## src/verilog/io_map_pkg.sv

```systemverilog
// Package for the sixteen channel I/O object map: offsets, layouts, resets.
// Assumes an APB slave with 32-bit data where each object index is one word.
// Function
// - A direction word holds one bit per channel, bits 0-7 for channels 0-7, bits 8-15 for 10-17.
// - The configuration objects can be written one byte at a time.
// - A byte-wide selection object picks plain or diagnostics input for channels 10-17.
// - The byte input image gives channels 0-7 in sub-index 1 and channels 10-17 in sub-index 2.
// - The 16-bit input word gives channel 0 in bit 0 up to channel 17 in bit 15.
// - Sub-index 1 of the byte image always equals the low byte of the input word.
// - A channel set for output has its image, polarity and masking bits unassigned.
// - A channel of 10-17 set as diagnostics input reports its diagnostics state in both images.
// - A 16-bit polarity word holds one bit per channel.
// - A 16-bit masking word holds one bit per channel.
// - All input objects are 16-bit words except the selection object and the byte image.
// - The input-only variant has no output channels; all sixteen channels are inputs.

package io_map_pkg;

	// ****************************************
	// Object indices; byte address is index times four
	// ****************************************
	localparam logic [15:0] IDX_DIAG_SEL = 16'h2000;
	localparam logic [15:0] IDX_DIRECTION = 16'h2001;
	localparam logic [15:0] IDX_IMG_BYTES = 16'h6000;
	localparam logic [15:0] IDX_IMG_WORD = 16'h6100;
	localparam logic [15:0] IDX_POLARITY = 16'h6102;
	localparam logic [15:0] IDX_MASKING = 16'h6103;
	localparam int ADDR_IDX_LSB = 2;
	localparam int ADDR_IDX_MSB = 17;

	// ****************************************
	// Field layout
	// ****************************************
	localparam int NUM_CH = 16;
	localparam int LOW_BYTE_LSB = 0;
	localparam int HIGH_BYTE_LSB = 8;
	localparam int BYTE_W = 8;

	// ****************************************
	// Reset values
	// ****************************************
	localparam logic [7:0] DIAG_SEL_RST = 8'h00;
	localparam logic [15:0] DIRECTION_RST = 16'h0000;
	localparam logic [15:0] POLARITY_RST = 16'h0000;
	localparam logic [15:0] MASKING_RST = 16'h0000;
	localparam logic [15:0] IMAGE_RST = 16'h0000;

	// Software-written configuration
	typedef struct packed {
		logic [7:0] diag_sel;
		logic [15:0] direction;
		logic [15:0] polarity;
		logic [15:0] masking;
	} cfg_s;

endpackage

```

## src/verilog/io_object_map.sv

```systemverilog
// Sixteen channel digital I/O object map with APB register access.
// Assumes channel and diagnostics pins are synchronous to clk.
//
// Decided for this implementation: the APB slave port.

`timescale 1ns/100ps
`default_nettype none

module io_object_map
	import io_map_pkg::*;
#(
	parameter bit INPUT_ONLY = 1'b0
)
(
	// Clock and reset
	input wire logic clk,
	input wire logic srst,
	// APB slave
	input wire logic psel,
	input wire logic penable,
	input wire logic pwrite,
	input wire logic [31:0] paddr,
	input wire logic [31:0] pwdata,
	input wire logic [3:0] pstrb,
	output logic pready,
	output logic [31:0] prdata,
	output logic pslverr,
	// Channel pins
	input wire logic [15:0] ch_in,
	input wire logic [7:0] diag_in,
	output logic [15:0] ch_is_output
);

	// ****************************************
	// State
	// ****************************************
	cfg_s cfg_q;
	logic [15:0] img_q;
	logic [15:0] img_d;
	logic [15:0] raw_level;
	logic [15:0] dir_eff;
	logic [31:0] rdata_d;
	logic [31:0] rdata_q;
	logic err_d;
	logic err_q;
	logic [15:0] idx;
	logic setup_ph;
	logic access_ph;
	logic wr_en;
	logic hit_diag;
	logic hit_dir;
	logic hit_bytes;
	logic hit_word;
	logic hit_pol;
	logic hit_mask;
	logic hit_any;
	logic hit_ro;

	// ****************************************
	// APB decode
	// ****************************************
	assign idx = paddr[ADDR_IDX_MSB:ADDR_IDX_LSB];
	assign setup_ph = psel && !penable;
	assign access_ph = psel && penable;
	assign hit_diag = (idx == IDX_DIAG_SEL);
	assign hit_dir = (idx == IDX_DIRECTION);
	assign hit_bytes = (idx == IDX_IMG_BYTES);
	assign hit_word = (idx == IDX_IMG_WORD);
	assign hit_pol = (idx == IDX_POLARITY);
	assign hit_mask = (idx == IDX_MASKING);
	assign hit_ro = hit_bytes || hit_word;
	assign hit_any = (paddr[1:0] == 2'b00) && (paddr[31:ADDR_IDX_MSB + 1] == '0)
		&& (hit_diag || hit_dir || hit_ro || hit_pol || hit_mask);
	assign wr_en = access_ph && pwrite && !err_q;

	// Answer one cycle after setup, data latched at setup
	assign pready = access_ph;
	assign pslverr = access_ph && err_q;
	assign prdata = rdata_q;

	// ****************************************
	// Read mux
	// ****************************************
	always_comb
	begin
		rdata_d = 32'h0000_0000;
		err_d = !hit_any || (pwrite && hit_ro);
		if (!pwrite && hit_any)
		begin
			if (hit_diag)
				rdata_d[7:0] = cfg_q.diag_sel;
			else if (hit_dir)
				rdata_d[15:0] = dir_eff;
			else if (hit_bytes)
			begin
				rdata_d[LOW_BYTE_LSB +: BYTE_W] = img_q[LOW_BYTE_LSB +: BYTE_W];
				rdata_d[HIGH_BYTE_LSB +: BYTE_W] = img_q[HIGH_BYTE_LSB +: BYTE_W];
			end
			else if (hit_word)
				rdata_d[15:0] = img_q;
			else if (hit_pol)
				rdata_d[15:0] = cfg_q.polarity & ~dir_eff;
			else
				rdata_d[15:0] = cfg_q.masking & ~dir_eff;
		end
	end

	always_ff @(posedge clk)
	begin
		if (srst)
		begin
			rdata_q <= 32'h0000_0000;
			err_q <= 1'b0;
		end
		else if (setup_ph)
		begin
			rdata_q <= rdata_d;
			err_q <= err_d;
		end
	end

	// ****************************************
	// Configuration registers
	// ****************************************
	always_ff @(posedge clk)
	begin
		if (srst)
		begin
			cfg_q.diag_sel <= DIAG_SEL_RST;
			cfg_q.direction <= DIRECTION_RST;
			cfg_q.polarity <= POLARITY_RST;
			cfg_q.masking <= MASKING_RST;
		end
		else if (wr_en)
		begin
			if (hit_diag && pstrb[0])
				cfg_q.diag_sel <= pwdata[7:0];
			for (int b = 0; b < 2; b++)
			begin
				if (pstrb[b])
				begin
					if (hit_dir)
						cfg_q.direction[b*BYTE_W +: BYTE_W] <= pwdata[b*BYTE_W +: BYTE_W];
					if (hit_pol)
						cfg_q.polarity[b*BYTE_W +: BYTE_W] <= pwdata[b*BYTE_W +: BYTE_W];
					if (hit_mask)
						cfg_q.masking[b*BYTE_W +: BYTE_W] <= pwdata[b*BYTE_W +: BYTE_W];
				end
			end
		end
	end

	assign dir_eff = INPUT_ONLY ? 16'h0000 : cfg_q.direction;
	assign ch_is_output = dir_eff;

	// ****************************************
	// Input image
	// ****************************************
	// diagnostics replace plain input
	always_comb
	begin
		raw_level = ch_in;
		for (int k = 0; k < BYTE_W; k++)
		begin
			if (cfg_q.diag_sel[k])
				raw_level[HIGH_BYTE_LSB + k] = diag_in[k];
		end
	end

	always_comb
	begin
		for (int i = 0; i < NUM_CH; i++)
		begin
			if (dir_eff[i])
				img_d[i] = 1'b0;
			else if (cfg_q.masking[i])
				img_d[i] = img_q[i];
			else
				img_d[i] = raw_level[i] ^ cfg_q.polarity[i];
		end
	end

	always_ff @(posedge clk)
	begin
		if (srst)
			img_q <= IMAGE_RST;
		else
			img_q <= img_d;
	end

	logic [15:0] free_ch;
	assign free_ch = ~(dir_eff | cfg_q.masking);
endmodule

`default_nettype wire

```

## config.mk

```make
export PLATFORM = sky130hd
export DESIGN_NAME = io_object_map
export DESIGN_NICKNAME = d
export VERILOG_FILES = /design/src/verilog/io_map_pkg.sv /design/src/verilog/io_object_map.sv
export SDC_FILE = /design/constraint.sdc
export NUM_CORES = 1
export LEC_CHECK = 0
export BUFFER_PORTS_ARGS = -buffer_cell sky130_fd_sc_hd__buf_2
export CORE_MARGIN = 3
export CORE_UTILIZATION = 40
export CTS_CLUSTER_SIZE = 8
export DETAILED_ROUTE_END_ITERATION = 6
export PLACE_DENSITY_LB_ADDON = 0.1
export SYNTH_ARGS = -nofsm -noshare
export SYNTH_HDL_FRONTEND = slang
export SYNTH_SLANG_ARGS = --single-unit
```

## constraint.sdc

```tcl
create_clock -name clk -period 1.7 [get_ports clk]
set_clock_uncertainty 0.1 [all_clocks]
set_input_delay 0.085 -clock clk [delete_from_list [all_inputs] [get_ports clk]]
set_output_delay 0.085 -clock clk [all_outputs]
set_load 0.05 [all_outputs]
```

==> results_dict.tcl, run 1 <==
set metrics [dict create \
    status "finished clean" \
    layout_min_cycle_time_ns 1.691 \
    synth.most_common_cell "nand2_1" \
    whs_ns 0.05845 \
    synth_compound_area_share_pct 16.14 \
    critPathBufInv 1 \
    path_delay_family "simple AND/OR/NAND/NOR gates" \
    yosys-top-cells-area "dfxtp_1, nand2_1, mux2i_1, a21oi_1, buf_4" \
    netlist_area_mm2 0.004636 \
    clk-insertion-delay-late_ns 0.34 \
    synth_common_cells "nand2_1, dfxtp_1, a21oi_1" \
    yosysSeqAreaShare_pct 38.43 \
    ys_ff_latch 89 \
    synth.largest_area_cell "dfxtp_1" \
    crit_fanout 8 \
    syn_area_per_cell_um2 8.176 \
    areaGrowthSynthToFinish_pct 30.09 \
    final_nets 806 \
    worst-setup-path-type "flip-flop to flip-flop" \
    hold_path.class "input pin to flip-flop" \
    vias 4498 \
    synth-simple-area-share_pct 25.59 \
    synth_top_family_by_area "simple AND/OR/NAND/NOR gates" \
    clock_path_buffers 2 \
    max_slew_margin_pct 47.26 \
    first_global_vias 4373 \
    antenna_found_initial 0 \
    place_congestion 0.8353 \
    r2r_end "cfg_q[2]" \
    reg2reg_depth 6 \
    ys_warn_count 0 \
    drtPass1Iterations 4 \
    diodes 0 \
    postSynthCellCount 567 \
    synthArstFlopShare_pct 0 \
    drive_gt1_share_pct 28.85 \
    dpl.hpwl_um 9746 \
    ant_nets 0 \
    wl_per_cell_um 15.93 \
    grt_max_degree 74 \
    synthMuxAreaShare_pct 8.637 \
    rows 38 \
    crit_path_start_kind "flip-flop" \
    yosysUniqueCellTypes 46 \
    cts-root-buf "clkbuf_16" \
    groute.usage.overall_pct 21.45 \
    grt_first_pass_wirelength_um 22000 \
    final_hold_viol_count 0 \
    slew_viol_final 0 \
    synth-main-ff-cell "dfxtp_1" \
    routed_via_density 5.267 \
    arrival_ns 1.79 \
    cts.sinks 89 \
    whs_endpoint "img_q[0]" \
    cts_tree "built" \
    min_period_over_period_pct 99.47 \
    required_ns 1.80 \
    ioPinCount 147 \
    path_clk_slew_ns 0.06 \
    rsz0062_at_grt "yes" \
    totalWireLength_um 13610 \
    worstReg2RegStart "err_q" \
    start_util_pct 41.85 \
    numPortBuffers 112 \
    cts-buffers-inserted 9 \
    fmax_ghz 0.5913 \
    die_w_um 113.7 \
    ir_worst_vdd_v 0.0005535 \
    p_leak_nw 2.436 \
    powerDensity_mw_per_mm2 734.7 \
    setup_viol_count_final 0 \
    crit_slowest_cell "dfxtp_2" \
    maxCapViolations 0 \
    die_h_um 113.7 \
    max_stage_delay_ns 0.31 \
    r2r_setup_slack_ns 0.009 \
    hold_depth 5 \
    grt.overflow.total 0 \
    synth_edf_count 0 \
    synthXorXnorAreaFrac_pct 3.023 \
    endpoint_kind "flip-flop" \
    htreeDepth 3 \
    crit_chain "and4b_1 -> nand2_2 -> nor4_4 -> buf_12 -> mux2i_2 -> nor2_1" \
    synth-adder-area-share_pct 0 \
    remaining_drc_errors 0 \
    core_area_mm2 0.01108 \
    worst_pin_slew_ns 0.7911 \
    die-area_mm2 0.01292 \
    fin_util_pct 54.44 \
    drt-initial-drc-count 211 \
    synth_top_area_share_pct 38.43 \
    worstHoldStart "ch_in[0]" \
]
==> metrics by stage <==
stage | instances | power (mW) | setup TNS [ns] | area, µm² | setup slack [ns]
floorplan | 582 | 2.396 | -1.488 | 4706 | -0.06847
global placement | 819 | 2.549 | -8.841 | 5514 | -0.2562
detailed placement | 819 | 2.555 | -8.882 | 5514 | -0.2867
CTS | 852 | 4.468 | 0 | 5967 | 0.003416
global route | 854 | 4.586 | -0.2317 | 6031 | -0.06359
finish | 854 | 4.431 | 0 | 6031 | 0.008928
==> tightest hold or removal path, cell delays in order <==
cell and delay [ns]:
buf_2 0.08, xnor2_1 0.05, nor2_1 0.08, a21oi_1 0.04
nor3_1 0.11
==> cells in the final DEF, fill, tap and decap left out, types with 4 or more instances in the layout <==
master / n
buf_2: 111
a2bb2oi_1: 7
xor2_1: 8
a22oi_1: 10
buf_4: 41
dlygate4sd3_1: 17
nor4_1: 5
xnor2_1: 8
nor2_1: 43
o21ai_0: 7
nor4_4: 4
conb_1: 16
a22oi_2: 4
nand3_1: 7
o31ai_1: 7
a221oi_1: 7
or2_4: 5
dfxtp_1: 88
nor3_1: 23
clkbuf_16: 9
a21oi_1: 58
nand4_1: 12
nand2_1: 107
o21ai_1: 10
o21ai_2: 4
or3_1: 7
buf_12: 7
mux2i_1: 39
==> cell type report <==
class | count | area (µm²)
Clock inverter | 2 | 12.51
Multi-Input combinational cell | 430 | 2589
Clock buffer | 14 | 264.0
Timing Repair Buffer | 179 | 1207
Sequential cell | 89 | 1783
Tap cell | 140 | 175.2
Fill cell | 1067 | 5047
==> where the power goes <==
part	leakage, nW	switching [mW]	internal (mW)
Sequential	0.722	0.0118	2.11
Combinational	1.58	0.257	0.168
Clock	0.133	0.815	1.07
==> logic make-up after synthesis <==
group | Yosys count
and+or+nand+nor | 237
AOI/OAI and AO/OA | 121
DFF | 89
buffers and inverters | 63
muxes | 40
xor gates and xnor gates | 16
other | 1
==> flip-flops by register name (all words and copies together) (netlist names) <==
register / cells
cfg_q: 40
ch_is_output: 16
img_q: 16
prdata: 16
err_q: 1
==> routing by layer <==
layer	routed length (µm)	vias up	track usage (%)
li1	-	2248	-
met1	6308	2076	28.65
met2	6165	157	34.55
met3	911	17	4.350
met4	221	0	7.452
met5	0	-	0
==> how the worst max path moves through the flow <==
stage,from,endpoint,slack [ns],cells past startpoint
2_1_floorplan,paddr[1],prdata[5],-0.07,6
3_3_place_gp,paddr[1],prdata[3],-0.26,7
3_5_place_dp,paddr[1],prdata[1],-0.29,7
4_1_cts,err_q,cfg_q[17],0.003,6
5_1_grt,err_q,cfg_q[2],-0.06,6
6_report,err_q,cfg_q[2],0.009,6
==> repair_timing <==
action                     in CTS  in global routing
hold buffers                   17                  0
hold endpoints to repair       57                  0
setup endpoints to repair       3                 53
pin swaps                       1                  6
gates resized for setup         2                 18
setup buffers                   0                  2
No activity file was read; power rests on OpenSTA's default activity.
==> run 2, diff against run 1 <==
--- a/config.mk
+++ b/config.mk
@@ -11,6 +11,7 @@
 export CTS_CLUSTER_SIZE = 8
 export DETAILED_ROUTE_END_ITERATION = 6
 export PLACE_DENSITY_LB_ADDON = 0.1
+export RECOVER_POWER = 50
 export SYNTH_ARGS = -nofsm -noshare
 export SYNTH_HDL_FRONTEND = slang
 export SYNTH_SLANG_ARGS = --single-unit
==> run 2 against run 1 <==
  * Cell area shrank 0.77%
  * Flip-flop and latch count stayed put
  * Hold slack gained 0.0013 ns
  * Critical endpoint unchanged
  * Critical path type unchanged
  * Highest routed layer unchanged
  * Combinational power barely moved
==> results_dict.tcl, run 2 (synthesized netlist as in run 1, its figures left out) <==
set metrics [dict create \
    first_global_vias 4373 \
    p_total_mw 4.428 \
    cts-buffers-inserted 9 \
    p_int_mw 3.346 \
    p_leak_nw 2.287 \
    ir_worst_vdd_v 0.0005533 \
    numPortBuffers 112 \
    die_h_um 113.7 \
    totalWireLength_um 13600 \
    clk-insertion-delay-late_ns 0.34 \
    layout_min_cycle_time_ns 1.685 \
    worst-setup-path-type "flip-flop to flip-flop" \
    core_area_mm2 0.01108 \
    drtPass1Iterations 4 \
    layout_common_cells "nand2_1, dfxtp_1, buf_2, a21oi_1, nor2_1" \
    pre_cts_ws_ns -0.2867 \
    cts-root-buf "clkbuf_16" \
    powerDensity_mw_per_mm2 739.9 \
    final_nets 806 \
    remaining_drc_errors 0 \
    ant_nets 0 \
    grt_max_degree 74 \
    start_util_pct 41.85 \
    dpl.hpwl_um 9746 \
    place_congestion 0.8353 \
    die_w_um 113.7 \
    required_ns 1.80 \
    clock_path_buffers 2 \
    final_common_cell "nand2_1" \
    maxCapViolations 0 \
    arrival_ns 1.78 \
    max_slew_margin_pct 47.33 \
    worst_pin_slew_ns 0.7900 \
    grt.overflow.total 0 \
    ioPinCount 147 \
    crit_fanout 8 \
    seqPwrFrac_pct 47.9 \
    hold_path.class "input pin to flip-flop" \
    drive_gt1_share_pct 24.09 \
    endpoint_kind "flip-flop" \
    cts.sinks 89 \
    rsz0062_at_grt "yes" \
    top_register "cfg_q" \
    diodes 0 \
    grt_first_pass_wirelength_um 22000 \
    comb_power_share_pct 9.6 \
    crit_path_start_kind "flip-flop" \
    wl_per_cell_um 15.93 \
    fillerInstances 1087 \
    vias 4510 \
    net-switching-power_mw 1.081 \
    antenna_found_initial 0 \
    fin_ws_ns 0.01543 \
    slew_viol_final 0 \
    die-area_mm2 0.01292 \
    final_hold_viol_count 0 \
    routed_via_density 5.281 \
    status "finished clean" \
    multi_input_area_mm2 0.002586 \
    setup_viol_count_final 0 \
    pwr-share-clk_pct 42.5 \
    rows 38 \
    drt-initial-drc-count 242 \
    largest_reg_flops 40 \
    groute.usage.overall_pct 21.45 \
    cts_tree "built" \
    min_period_over_period_pct 99.09 \
    areaGrowthSynthToFinish_pct 29.10 \
    htreeDepth 3 \
    regArea_mm2 0.001783 \
    path_clk_slew_ns 0.06 \
    fmax_ghz 0.5936 \
    switching_share_pct 24.42 \
]
-- run 2: metal layers --
layer  GRT usage (%)  wire length (µm)
met4           7.452               238
met2           34.55              6148
met1           28.65              6352
met5               0                 0
met3           4.350               864
-- run 2: worst paths after layout --
check	startpoint	endpoint	slack (ns)	cells after the start
hold / removal	ch_in[0]	img_q[0]	0.06	5
setup / recovery	err_q	cfg_q[2]	0.02	6
setup reg to reg	err_q	cfg_q[2]	0.02	6
hold reg to reg	prdata[12]	prdata[12]	0.38	2
-- run 2: repair_timing --
| item | 4_1_cts | 5_1_grt |
|---|---|---|
| hold buffers | 17 | 0 |
| endpoints found under the setup margin | 3 | 53 |
| endpoints found under the hold margin | 57 | 0 |
| setup buffers | 0 | 2 |
| pin swaps | 1 | 6 |
| resized for setup | 2 | 18 |
-- run 2: worst max-delay path: stages, from the launching register on --
cell     delay (ns)
dfxtp_2        0.31
and4b_1        0.28
nand2_2        0.10
nor4_4         0.27
buf_12         0.19
mux2i_2        0.23
nor2_1         0.06
-- run 2: layout make-up --
| class | count | area share (%) |
|---|---|---|
| Timing Repair Buffer | 179 | 19.44 |
| Tap cell | 140 | 2.927 |
| Multi-Input combinational cell | 430 | 43.22 |
| Sequential cell | 89 | 29.79 |
| Clock inverter | 2 | 0.2091 |
| Clock buffer | 14 | 4.411 |
-- run 2: power groups by stage --
| stage | Combinational, mW | Clock (mW) | Sequential [mW] |
|---|---|---|---|
| after floorplan | 0.234 | 0 | 2.16 |
| after global placement | 0.385 | 0 | 2.16 |
| after detailed placement | 0.389 | 0 | 2.17 |
| after CTS | 0.421 | 1.93 | 2.12 |
| after global routing | 0.463 | 2.00 | 2.12 |
| final | 0.425 | 1.88 | 2.12 |
-- run 2: per-stage QoR --
stage / setup TNS, ns / hold WS (ns) / cell area [µm²] / utilization (%) / instances
2_1_floorplan: -1.488 / 0.1255 / 4706 / - / 582
3_3_place_gp: -8.841 / 0.2522 / 5514 / 49.77 / 819
3_5_place_dp: -8.882 / 0.2613 / 5514 / 49.77 / 819
4_1_cts: 0 / 0.05183 / 5967 / 53.86 / 852
5_1_grt: -0.3725 / 0.09332 / 5984 / 54.02 / 854
6_report: 0 / 0.05978 / 5984 / 54.02 / 854
